[src/inc/fsq_map.svh]
// Register map, field positions and timing of the flash sequencer
// Contract
// Erase and write whole pages, read single words
// Page and write buffer hold 32 words
// Software erases a page before writing it
// Enabled flag rises only after successful unlock
// Buffer accepts data only while enabled
// Write start bit stays high until done
// Reads need the read enable bit set
// Read start bit clears when data ready
// Page from high byte and low[7:5]
// Mode codes: write, erase, read, unlock
// High data write loads buffer, bumps address
// Word address holds at last word
// Buffer clears after page write completes
// Start ignored while erase/write not enabled
`ifndef FSQ_MAP_SVH
`define FSQ_MAP_SVH

`define OFS_CTRL 8'h00
`define OFS_ALO 8'h01
`define OFS_AHI 8'h02
`define OFS_DLO 8'h03
`define OFS_DHI 8'h04
`define OFS_RLO 8'h05
`define OFS_RHI 8'h06
`define OFS_STAT 8'h07
`define OFS_MASK 8'h08
`define OFS_CTRL2 8'h09
`define OFS_KEY 8'h0A

`define B_FLAG 7
`define B_MODE 4
`define B_TRIG 3
`define B_WT 2
`define B_RDEN 1
`define B_RD 0
`define B_CLWB 0

`define MODE_WRITE 3'h0
`define MODE_ERASE 3'h1
`define MODE_READ 3'h3
`define MODE_UNLOCK 3'h6

`define EV_ERASE 0
`define EV_WRITE 1
`define EV_READ 2

// Arbitrary unlock pattern, low byte first
`define UNLOCK_KEY 24'hC3A55A
`define WBUF_CLR_VAL 16'hFFFF
`define PAGE_WORDS 32
`define LAST_WORD 5'h1F

`define CLK_MHZ 20
`define ERASE_TIME_US 2000
`define PROG_TIME_US 20
`define UNLOCK_TIME_US 1000
`define ERASE_CYC (`ERASE_TIME_US * `CLK_MHZ)
`define PROG_CYC (`PROG_TIME_US * `CLK_MHZ)
`define UNLOCK_CYC (`UNLOCK_TIME_US * `CLK_MHZ)

`endif

[src/inc/fsq_pkg.sv]
// Types shared by the flash sequencer files
`default_nettype none
package fsq_pkg;
    typedef enum logic [2:0] {
        ST_IDLE, ST_ERASE, ST_PROG, ST_READ, ST_READ_CAP
    } fsq_state_e;
    typedef struct packed {
        logic wr;
        logic rd;
        logic [7:0] addr;
        logic [7:0] wdata;
    } reg_req_s;
    typedef struct packed {
        logic erase;
        logic prog;
        logic rd;
        logic [13:0] addr;
        logic [15:0] wdata;
    } flash_cmd_s;
endpackage : fsq_pkg
`default_nettype wire

[src/hdl/fsq_ctrl.sv]
// Flash page erase, page write and word read sequencer
//
// Local design decisions: the register offsets and the address-and-strobe port.
`include "fsq_map.svh"
`default_nettype none
module fsq_ctrl #(
    parameter int ERASE_CYC = `ERASE_CYC,
    parameter int PROG_CYC = `PROG_CYC,
    parameter int UNLOCK_CYC = `UNLOCK_CYC,
    parameter int CW = 16
) (
    input wire logic sys_clk_i,
    input wire logic rst_b_i,
    input wire fsq_pkg::reg_req_s req_i,
    output logic [7:0] rdata_o,
    output logic irq_o,
    output fsq_pkg::flash_cmd_s fcmd_o,
    input wire logic [15:0] flash_rdata_i
);
    localparam logic [23:0] KEY = `UNLOCK_KEY;

    function automatic logic hit(input fsq_pkg::reg_req_s q, input logic [7:0] ofs);
        hit = q.addr == ofs;
    endfunction : hit

    // page number and word
    function automatic logic [13:0] faddr(input logic [5:0] hi, input logic [7:0] lo,
                                          input logic [4:0] w);
        faddr = {hi, lo[7:5], w};
    endfunction : faddr

    fsq_pkg::fsq_state_e state_r;
    fsq_pkg::flash_cmd_s fcmd_r;
    logic flag_r, trig_r, wbusy_r, rden_r, rbusy_r, erase_sel_r, clwb_r, irq_r;
    logic [2:0] mode_r, stat_r, mask_r, stat_nxt;
    logic [7:0] addr_lo_r, rd_lo_r, rd_hi_r, wd_lo_r, rdata_r, rd_mux;
    logic [5:0] addr_hi_r;
    logic [1:0] key_stage_r;
    logic [CW-1:0] unl_cnt_r, cnt_r;
    logic [4:0] word_r, rb_addr;
    logic [15:0] rb_data;
    logic [2:0] wmode;
    logic wr_ctrl, wr_key, key_match, key_ok, buf_wr, wb_clr, idle;
    logic er_done, wr_done, rd_done;
    logic [6:0] prog_cnt_r;

    ////////////////////////////////////////////////////////////////
    // Decode
    assign wmode = req_i.wdata[`B_MODE +: 3];
    assign wr_ctrl = req_i.wr && hit(req_i, `OFS_CTRL);
    assign wr_key = req_i.wr && hit(req_i, `OFS_KEY);
    assign key_match = wr_key && KEY[8*key_stage_r +: 8] == req_i.wdata;
    assign key_ok = trig_r && key_match && key_stage_r == 2'h2;
    assign idle = state_r == fsq_pkg::ST_IDLE && !wbusy_r && !rbusy_r;
    // buffer gated by flag
    assign buf_wr = req_i.wr && hit(req_i, `OFS_DHI) && flag_r && idle;
    assign er_done = state_r == fsq_pkg::ST_ERASE && cnt_r == '0;
    assign wr_done = state_r == fsq_pkg::ST_PROG && cnt_r == '0 && word_r == `LAST_WORD;
    assign rd_done = state_r == fsq_pkg::ST_READ_CAP;
    // clear after page write
    assign wb_clr = clwb_r || wr_done;
    assign rb_addr = state_r == fsq_pkg::ST_PROG ? word_r + 5'h01 : 5'h00;

    fsq_wbuf #(.WORDS(`PAGE_WORDS), .DW(16), .AW(5)) u_wbuf (
        .sys_clk_i(sys_clk_i),
        .rst_b_i(rst_b_i),
        .wr_i(buf_wr),
        .waddr_i(addr_lo_r[4:0]),
        .wdata_i({req_i.wdata, wd_lo_r}),
        .clr_i(wb_clr),
        .raddr_i(rb_addr),
        .rdata_o(rb_data)
    );

    ////////////////////////////////////////////////////////////////
    // Unlock procedure
    // flag set by hardware only
    always_ff @(posedge sys_clk_i or negedge rst_b_i) begin
        if (!rst_b_i) begin
            flag_r <= 1'b0;
        end else if (key_ok) begin
            flag_r <= 1'b1;
        end else if (wr_ctrl && !req_i.wdata[`B_FLAG]) begin
            flag_r <= 1'b0;
        end
    end

    always_ff @(posedge sys_clk_i or negedge rst_b_i) begin
        if (!rst_b_i) begin
            trig_r <= 1'b0;
            unl_cnt_r <= '0;
        end else if (key_ok || (trig_r && unl_cnt_r == '0)) begin
            trig_r <= 1'b0;
        end else if (wr_ctrl && req_i.wdata[`B_TRIG] && wmode == `MODE_UNLOCK) begin
            trig_r <= 1'b1;
            unl_cnt_r <= CW'(UNLOCK_CYC - 1);
        end else if (trig_r) begin
            unl_cnt_r <= unl_cnt_r - 1'b1;
        end
    end

    // Any wrong byte restarts the pattern
    always_ff @(posedge sys_clk_i or negedge rst_b_i) begin
        if (!rst_b_i) begin
            key_stage_r <= 2'h0;
        end else if (!trig_r || (wr_key && (!key_match || key_ok))) begin
            key_stage_r <= 2'h0;
        end else if (wr_key) begin
            key_stage_r <= key_stage_r + 2'h1;
        end
    end

    ////////////////////////////////////////////////////////////////
    // Control bits
    always_ff @(posedge sys_clk_i or negedge rst_b_i) begin
        if (!rst_b_i) begin
            mode_r <= 3'h0;
            rden_r <= 1'b0;
        end else if (wr_ctrl) begin
            mode_r <= wmode;
            rden_r <= req_i.wdata[`B_RDEN];
        end
    end

    // busy until done
    // start ignored when locked
    always_ff @(posedge sys_clk_i or negedge rst_b_i) begin
        if (!rst_b_i) begin
            wbusy_r <= 1'b0;
            erase_sel_r <= 1'b0;
        end else if (er_done || wr_done) begin
            wbusy_r <= 1'b0;
        end else if (wr_ctrl && req_i.wdata[`B_WT] && flag_r && idle
                     && (wmode == `MODE_WRITE || wmode == `MODE_ERASE)) begin
            wbusy_r <= 1'b1;
            erase_sel_r <= wmode == `MODE_ERASE;
        end
    end

    // read needs enable
    // cleared at read end
    always_ff @(posedge sys_clk_i or negedge rst_b_i) begin
        if (!rst_b_i) begin
            rbusy_r <= 1'b0;
        end else if (rd_done) begin
            rbusy_r <= 1'b0;
        end else if (wr_ctrl && req_i.wdata[`B_RD] && rden_r && idle
                     && wmode == `MODE_READ) begin
            rbusy_r <= 1'b1;
        end
    end

    // One-cycle manual buffer clear
    always_ff @(posedge sys_clk_i or negedge rst_b_i) begin
        if (!rst_b_i) begin
            clwb_r <= 1'b0;
        end else begin
            clwb_r <= req_i.wr && hit(req_i, `OFS_CTRL2) && req_i.wdata[`B_CLWB];
        end
    end

    ////////////////////////////////////////////////////////////////
    // Address and data
    // load buffer, bump address
    // hold at last word
    always_ff @(posedge sys_clk_i or negedge rst_b_i) begin
        if (!rst_b_i) begin
            addr_lo_r <= 8'h00;
        end else if (req_i.wr && hit(req_i, `OFS_ALO)) begin
            addr_lo_r <= req_i.wdata;
        end else if (buf_wr && addr_lo_r[4:0] != `LAST_WORD) begin
            addr_lo_r <= addr_lo_r + 8'h01;
        end
    end

    always_ff @(posedge sys_clk_i or negedge rst_b_i) begin
        if (!rst_b_i) begin
            addr_hi_r <= 6'h00;
            wd_lo_r <= 8'h00;
        end else if (req_i.wr) begin
            if (hit(req_i, `OFS_AHI)) begin
                addr_hi_r <= req_i.wdata[5:0];
            end
            if (hit(req_i, `OFS_DLO)) begin
                wd_lo_r <= req_i.wdata;
            end
        end
    end

    always_ff @(posedge sys_clk_i or negedge rst_b_i) begin
        if (!rst_b_i) begin
            rd_lo_r <= 8'h00;
            rd_hi_r <= 8'h00;
        end else if (rd_done) begin
            rd_lo_r <= flash_rdata_i[7:0];
            rd_hi_r <= flash_rdata_i[15:8];
        end
    end

    ////////////////////////////////////////////////////////////////
    // Sequencer
    // whole page or one word
    always_ff @(posedge sys_clk_i or negedge rst_b_i) begin
        if (!rst_b_i) begin
            state_r <= fsq_pkg::ST_IDLE;
            fcmd_r <= '0;
            cnt_r <= '0;
            word_r <= 5'h00;
        end else begin
            unique case (state_r)
                fsq_pkg::ST_IDLE: begin
                    fcmd_r <= '0;
                    word_r <= 5'h00;
                    if (wbusy_r && erase_sel_r) begin
                        state_r <= fsq_pkg::ST_ERASE;
                        cnt_r <= CW'(ERASE_CYC - 1);
                        fcmd_r.erase <= 1'b1;
                        fcmd_r.addr <= faddr(addr_hi_r, addr_lo_r, 5'h00);
                    end else if (wbusy_r) begin
                        state_r <= fsq_pkg::ST_PROG;
                        cnt_r <= CW'(PROG_CYC - 1);
                        fcmd_r.prog <= 1'b1;
                        fcmd_r.addr <= faddr(addr_hi_r, addr_lo_r, 5'h00);
                        fcmd_r.wdata <= rb_data;
                    end else if (rbusy_r) begin
                        state_r <= fsq_pkg::ST_READ;
                        fcmd_r.rd <= 1'b1;
                        fcmd_r.addr <= faddr(addr_hi_r, addr_lo_r, addr_lo_r[4:0]);
                    end
                end
                fsq_pkg::ST_ERASE: begin
                    cnt_r <= cnt_r - 1'b1;
                    if (er_done) begin
                        fcmd_r.erase <= 1'b0;
                        state_r <= fsq_pkg::ST_IDLE;
                    end
                end
                fsq_pkg::ST_PROG: begin
                    cnt_r <= cnt_r - 1'b1;
                    fcmd_r.prog <= 1'b0;
                    if (wr_done) begin
                        state_r <= fsq_pkg::ST_IDLE;
                    end else if (cnt_r == '0) begin
                        word_r <= word_r + 5'h01;
                        cnt_r <= CW'(PROG_CYC - 1);
                        fcmd_r.prog <= 1'b1;
                        fcmd_r.addr <= faddr(addr_hi_r, addr_lo_r, word_r + 5'h01);
                        fcmd_r.wdata <= rb_data;
                    end
                end
                // Macro returns data the cycle after its strobe
                fsq_pkg::ST_READ: begin
                    fcmd_r.rd <= 1'b0;
                    state_r <= fsq_pkg::ST_READ_CAP;
                end
                fsq_pkg::ST_READ_CAP: begin
                    state_r <= fsq_pkg::ST_IDLE;
                end
            endcase
        end
    end

    ////////////////////////////////////////////////////////////////
    // Interrupts and read port
    // Set beats the read-clear
    always_comb begin
        stat_nxt = stat_r & ~(req_i.rd && hit(req_i, `OFS_STAT) ? 3'h7 : 3'h0);
        stat_nxt[`EV_ERASE] = stat_nxt[`EV_ERASE] | er_done;
        stat_nxt[`EV_WRITE] = stat_nxt[`EV_WRITE] | wr_done;
        stat_nxt[`EV_READ] = stat_nxt[`EV_READ] | rd_done;
    end

    always_ff @(posedge sys_clk_i or negedge rst_b_i) begin
        if (!rst_b_i) begin
            stat_r <= 3'h0;
            mask_r <= 3'h0;
            irq_r <= 1'b0;
        end else begin
            stat_r <= stat_nxt;
            irq_r <= |(stat_nxt & mask_r);
            if (req_i.wr && hit(req_i, `OFS_MASK)) begin
                mask_r <= req_i.wdata[2:0];
            end
        end
    end

    always_comb begin
        unique case (req_i.addr)
            `OFS_CTRL: rd_mux = {flag_r, mode_r, trig_r, wbusy_r, rden_r, rbusy_r};
            `OFS_ALO: rd_mux = addr_lo_r;
            `OFS_AHI: rd_mux = {2'b00, addr_hi_r};
            `OFS_DLO: rd_mux = wd_lo_r;
            `OFS_RLO: rd_mux = rd_lo_r;
            `OFS_RHI: rd_mux = rd_hi_r;
            `OFS_STAT: rd_mux = {5'h00, stat_r};
            `OFS_MASK: rd_mux = {5'h00, mask_r};
            `OFS_CTRL2: rd_mux = {7'h00, clwb_r};
            default: rd_mux = 8'h00;
        endcase
    end

    always_ff @(posedge sys_clk_i or negedge rst_b_i) begin
        if (!rst_b_i) begin
            rdata_r <= 8'h00;
        end else begin
            rdata_r <= req_i.rd ? rd_mux : 8'h00;
        end
    end

    assign rdata_o = rdata_r;
    assign irq_o = irq_r;
    assign fcmd_o = fcmd_r;

    ////////////////////////////////////////////////////////////////
    // Checks
    always_ff @(posedge sys_clk_i or negedge rst_b_i) begin
        if (!rst_b_i) begin
            prog_cnt_r <= 7'h00;
        end else if (state_r == fsq_pkg::ST_IDLE) begin
            prog_cnt_r <= 7'h00;
        end else if (fcmd_r.prog) begin
            prog_cnt_r <= prog_cnt_r + 7'h01;
        end
    end
endmodule : fsq_ctrl
`default_nettype wire

[src/hdl/fsq_wbuf.sv]
// Page write buffer in flip-flops
`include "fsq_map.svh"
`default_nettype none
module fsq_wbuf #(
    parameter int WORDS = `PAGE_WORDS,
    parameter int DW = 16,
    parameter int AW = 5
) (
    input wire logic sys_clk_i,
    input wire logic rst_b_i,
    input wire logic wr_i,
    input wire logic [AW-1:0] waddr_i,
    input wire logic [DW-1:0] wdata_i,
    input wire logic clr_i,
    input wire logic [AW-1:0] raddr_i,
    output logic [DW-1:0] rdata_o
);
    logic [DW-1:0] mem_r [WORDS];

    // one entry per page word
    for (genvar i = 0; i < WORDS; i++) begin : g_word
        always_ff @(posedge sys_clk_i or negedge rst_b_i) begin
            if (!rst_b_i) begin
                mem_r[i] <= DW'(`WBUF_CLR_VAL);
            end else if (clr_i) begin
                mem_r[i] <= DW'(`WBUF_CLR_VAL);
            end else if (wr_i && waddr_i == AW'(i)) begin
                mem_r[i] <= wdata_i;
            end
        end
    end

    assign rdata_o = mem_r[raddr_i];
endmodule : fsq_wbuf
`default_nettype wire

[config.mk]
export PLATFORM = sky130hd
export DESIGN_NAME = fsq_ctrl
export DESIGN_NICKNAME = d
export VERILOG_FILES = /design/src/inc/fsq_pkg.sv /design/src/hdl/fsq_ctrl.sv /design/src/hdl/fsq_wbuf.sv
export VERILOG_INCLUDE_DIRS = /design/src /design/src/inc
export SDC_FILE = /design/constraint.sdc
export NUM_CORES = 1
export LEC_CHECK = 0
export BUFFER_PORTS_ARGS = -buffer_cell sky130_fd_sc_hd__buf_2
export CAP_MARGIN = 15
export CORE_MARGIN = 1.5
export CORE_UTILIZATION = 50
export CTS_CLUSTER_SIZE = 20
export DETAILED_ROUTE_END_ITERATION = 16
export PLACE_DENSITY = 0.74
export SLEW_MARGIN = 20
export SYNTH_ARGS = -nofsm -noshare
export SYNTH_HDL_FRONTEND = slang
export SYNTH_SLANG_ARGS = --single-unit
export TNS_END_PERCENT = 1
[constraint.sdc]
create_clock -name sys_clk_i -period 3.6 [get_ports sys_clk_i]
set_clock_uncertainty 0.15 [all_clocks]
set_input_delay 0.36 -clock sys_clk_i [delete_from_list [all_inputs] [get_ports sys_clk_i]]
set_output_delay 0.36 -clock sys_clk_i [all_outputs]
set_load 0.02 [all_outputs]
==> flow_metrics.py <==
metrics = {
    "clocking": {
        "clk_latency_ns": 0.64,
        "cts-buffers-inserted": 72,
        "cts_root_buffer": "clkbuf_16",
        "postCtsHoldBufs": 20,
        "cts_buffer_depth": 3,
        "ctsResizeCount": 0,
        "post_cts_buffers": 0,
        "clk_pin_slew_ns": 0.06,
        "cts_tree": "done",
        "cts.htree.levels": 3,
        "cts.sinks": 650,
    },
    "floorplanning": {
        "start_util": 0.508,
        "design.core.area_sq_um": 66100,
        "ios": 78,
        "die_w_um": 262,
        "fp.dieH_um": 262,
        "die_area_sq_um": 68700,
        "fp-row-count": 94,
    },
    "global_route": {
        "gr-usage-all-layers": 0.320,
        "grt_pass1_vias": 28521,
        "antenna_found_initial": 0,
        "globalRouteOverflowTotal": 0,
        "grt_pass1_wl_um": 170000,
        "grt_max_degree": 111,
    },
    "placed_design": {
        "port-buffer-count": 77,
        "dpl.hpwl_um": 67900,
        "place.gp.congestion": 0.973,
        "dp.cells": 4620,
        "postPlaceCellArea_sq_um": 34900,
    },
    "setup_path": {
        "r2r_slack_ns": 0.34,
        "r2r_end": "fcmd_o[10]$_DFFE_PN0P_",
        "slowest_stage": "dfrtp_1",
        "worst_setup_path_end_kind": "register",
        "start_kind": "register",
        "worstSetupPathType": "reg2reg",
        "cp_slowest_stage_delay_ns": 0.60,
        "path_cells": "or3b_1 -> nor2_8 -> buf_4 -> mux2i_1 -> a221oi_1 -> o221ai_1 -> nand3_1",
        "worst_path_dominant_cell_family": "simple AND/OR/NAND/NOR gates",
        "arrival_ns": 3.66,
        "cp_max_fo": 18,
        "required_ns": 4.00,
        "reg2reg_depth": 7,
        "rr_startpoint": "state_r[0]$_DFFE_PN0P_",
        "cp_num_buf_inv": 1,
    },
    "sta": {
        "setup_viol": 0,
        "fin_setup_tns_ns": 0,
        "relSlewSlack": 0.196,
        "whs_ns": 0.0450,
        "hold_viol": 0,
        "grt_setup_unrepaired": "no",
        "final.period_utilization": 0.905,
        "worst_slew_pin_slew_ns": 1.21,
        "slew_violations": 0,
        "fmax_ghz": 0.307,
        "period_needed_ns": 3.26,
    },
    "logic_synthesis": {
        "synth-main-ff-cell": "dfstp_2",
        "synth-async-reset-ratio": 1.00,
        "avgSynthCellArea_sq_um": 8.63,
        "synth_seq_cells": 650,
        "synth_top_area_share": 0.401,
        "ys_seq_area_frac": 0.504,
        "syn_nets": 3939,
        "syn-cell-area_sq_um": 33500,
        "synth_cells": 3889,
        "yosys_warnings": 0,
        "yosysTopAreaCell": "dfstp_2",
        "synth.distinct_cells": 99,
        "synth_edf_count": 0,
        "synthTopCellsByArea": "dfstp_2, nand2_1, dfrtp_1",
    },
    "detailed_routing": {
        "wl_per_cell_um": 22.7,
        "ant_nets": 0,
        "vias": 29650,
        "drt-initial-drc-count": 3405,
        "viasPerCell": 6.21,
        "drc_errors": 0,
        "drt_pre_antenna_iters": 6,
        "wl_um": 108000,
    },
    "worst_hold_path": {
        "whs_path_depth": 3,
        "whs_endpoint": "u_wbuf.mem_r[155]$_DFFE_PN1P_",
        "min_from": "req_i[3]",
        "hold_path_class": "in2reg",
    },
    "final_layout": {
        "layout_common_cells": "nand2_1, nand3_1, dfstp_2",
        "fin_area_sq_um": 37500,
        "mostFrequentLayoutCell": "nand2_1",
        "drive_above_1_share": 0.251,
        "areaGrowthSynthToFinish_pct": 11.8,
        "antennaDiodeCount": 0,
        "nets": 3900,
        "instances_no_fill": 4772,
    },
    "pwr": {
        "p_total_mw": 15.5,
        "p_leak_nw": 16.8,
        "ir_drop_v": 0.000353,
        "powerDensity_nw_per_um2": 413,
    },
    "job": {
        "drv_cap": 0,
    },
    "status": {
        "outcome": "complete, no violations",
    },
}
worst max-delay path by stage:
stage | start | to | slack (ns) | cells past startpoint
after floorplan | word_r[0]$_DFFE_PN0P_ | cnt_r[13]$_DFFE_PN0P_ | 0.87 | 10
after global placement | state_r[0]$_DFFE_PN0P_ | fcmd_o[10]$_DFFE_PN0P_ | 0.50 | 7
after detailed placement | state_r[0]$_DFFE_PN0P_ | fcmd_o[10]$_DFFE_PN0P_ | 0.45 | 7
after CTS | state_r[0]$_DFFE_PN0P_ | fcmd_o[10]$_DFFE_PN0P_ | 0.44 | 7
after global routing | state_r[0]$_DFFE_PN0P_ | fcmd_o[10]$_DFFE_PN0P_ | 0.28 | 7
final | state_r[0]$_DFFE_PN0P_ | fcmd_o[10]$_DFFE_PN0P_ | 0.34 | 7
state kept, by name, indices dropped and copies added, names as in the netlist, 2 cells and up:
name / cells
key_stage_r: 2
unl_cnt_r: 16
cnt_r: 16
wd_lo_r: 8
word_r: 5
fcmd_o: 33
mask_r: 3
stat_r: 3
u_wbuf.mem_r: 512
mode_r: 3
addr_lo_r: 8
rd_hi_r: 8
rd_lo_r: 8
rdata_o: 8
state_r: 3
addr_hi_r: 6
cells in the mapped netlist (all sizes together) (29+ instances only):
| library cell | count |
|---|---|
| inv | 29 |
| o21ai | 130 |
| dfrtp | 138 |
| a31oi | 34 |
| mux2 | 62 |
| a221oi | 42 |
| o221ai | 32 |
| nor3 | 73 |
| nand2 | 1244 |
| clkbuf | 162 |
| and3 | 45 |
| mux2i | 43 |
| nor2 | 114 |
| a21oi | 119 |
| dfstp | 512 |
| nand3 | 604 |
| buf | 200 |
cell type report:
class | count | area [sq um]
Fill cell | 5854 | 28600
Timing Repair Buffer | 249 | 2000
Tap cell | 864 | 1080
Sequential cell | 650 | 16900
Clock buffer | 111 | 2170
Clock inverter | 21 | 262
Inverter | 29 | 109
Multi-Input combinational cell | 2848 | 15000
routing by layer:
layer,global-route usage,part of all wire,up-vias
met5,0,0,-
met4,0.179,0.062,0
met1,0.426,0.39,14446
met3,0.0680,0.097,386
met2,0.488,0.45,1588
li1,-,-,13230
worst min-delay path: stages:
cell,delay (ns)
buf_2,0.26
nand2_1,0.11
nand3_1,0.07
report_power, final:
part | switching [mW] | internal, mW
Combinational | 0.365 | 0.103
Clock | 3.12 | 4.47
Sequential | 0.0571 | 7.36
metrics by stage:
stage / utilization / worst slack, ns
after global placement: 0.527 / 0.502
final: 0.567 / 0.343
after global routing: 0.567 / 0.283
after floorplan: - / 0.871
after CTS: 0.567 / 0.438
after detailed placement: 0.527 / 0.454
logic make-up after synthesis:
group,count (synthesis),synth area share
buf+inv,391,0.0532
mux,105,0.0340
fa+ha+maj,14,0.00522
xor+xnor,7,0.00183
flops,650,0.504
compound gates,514,0.103
simple gates,2208,0.299
Note: power is estimated with default switching activity, not from simulation.
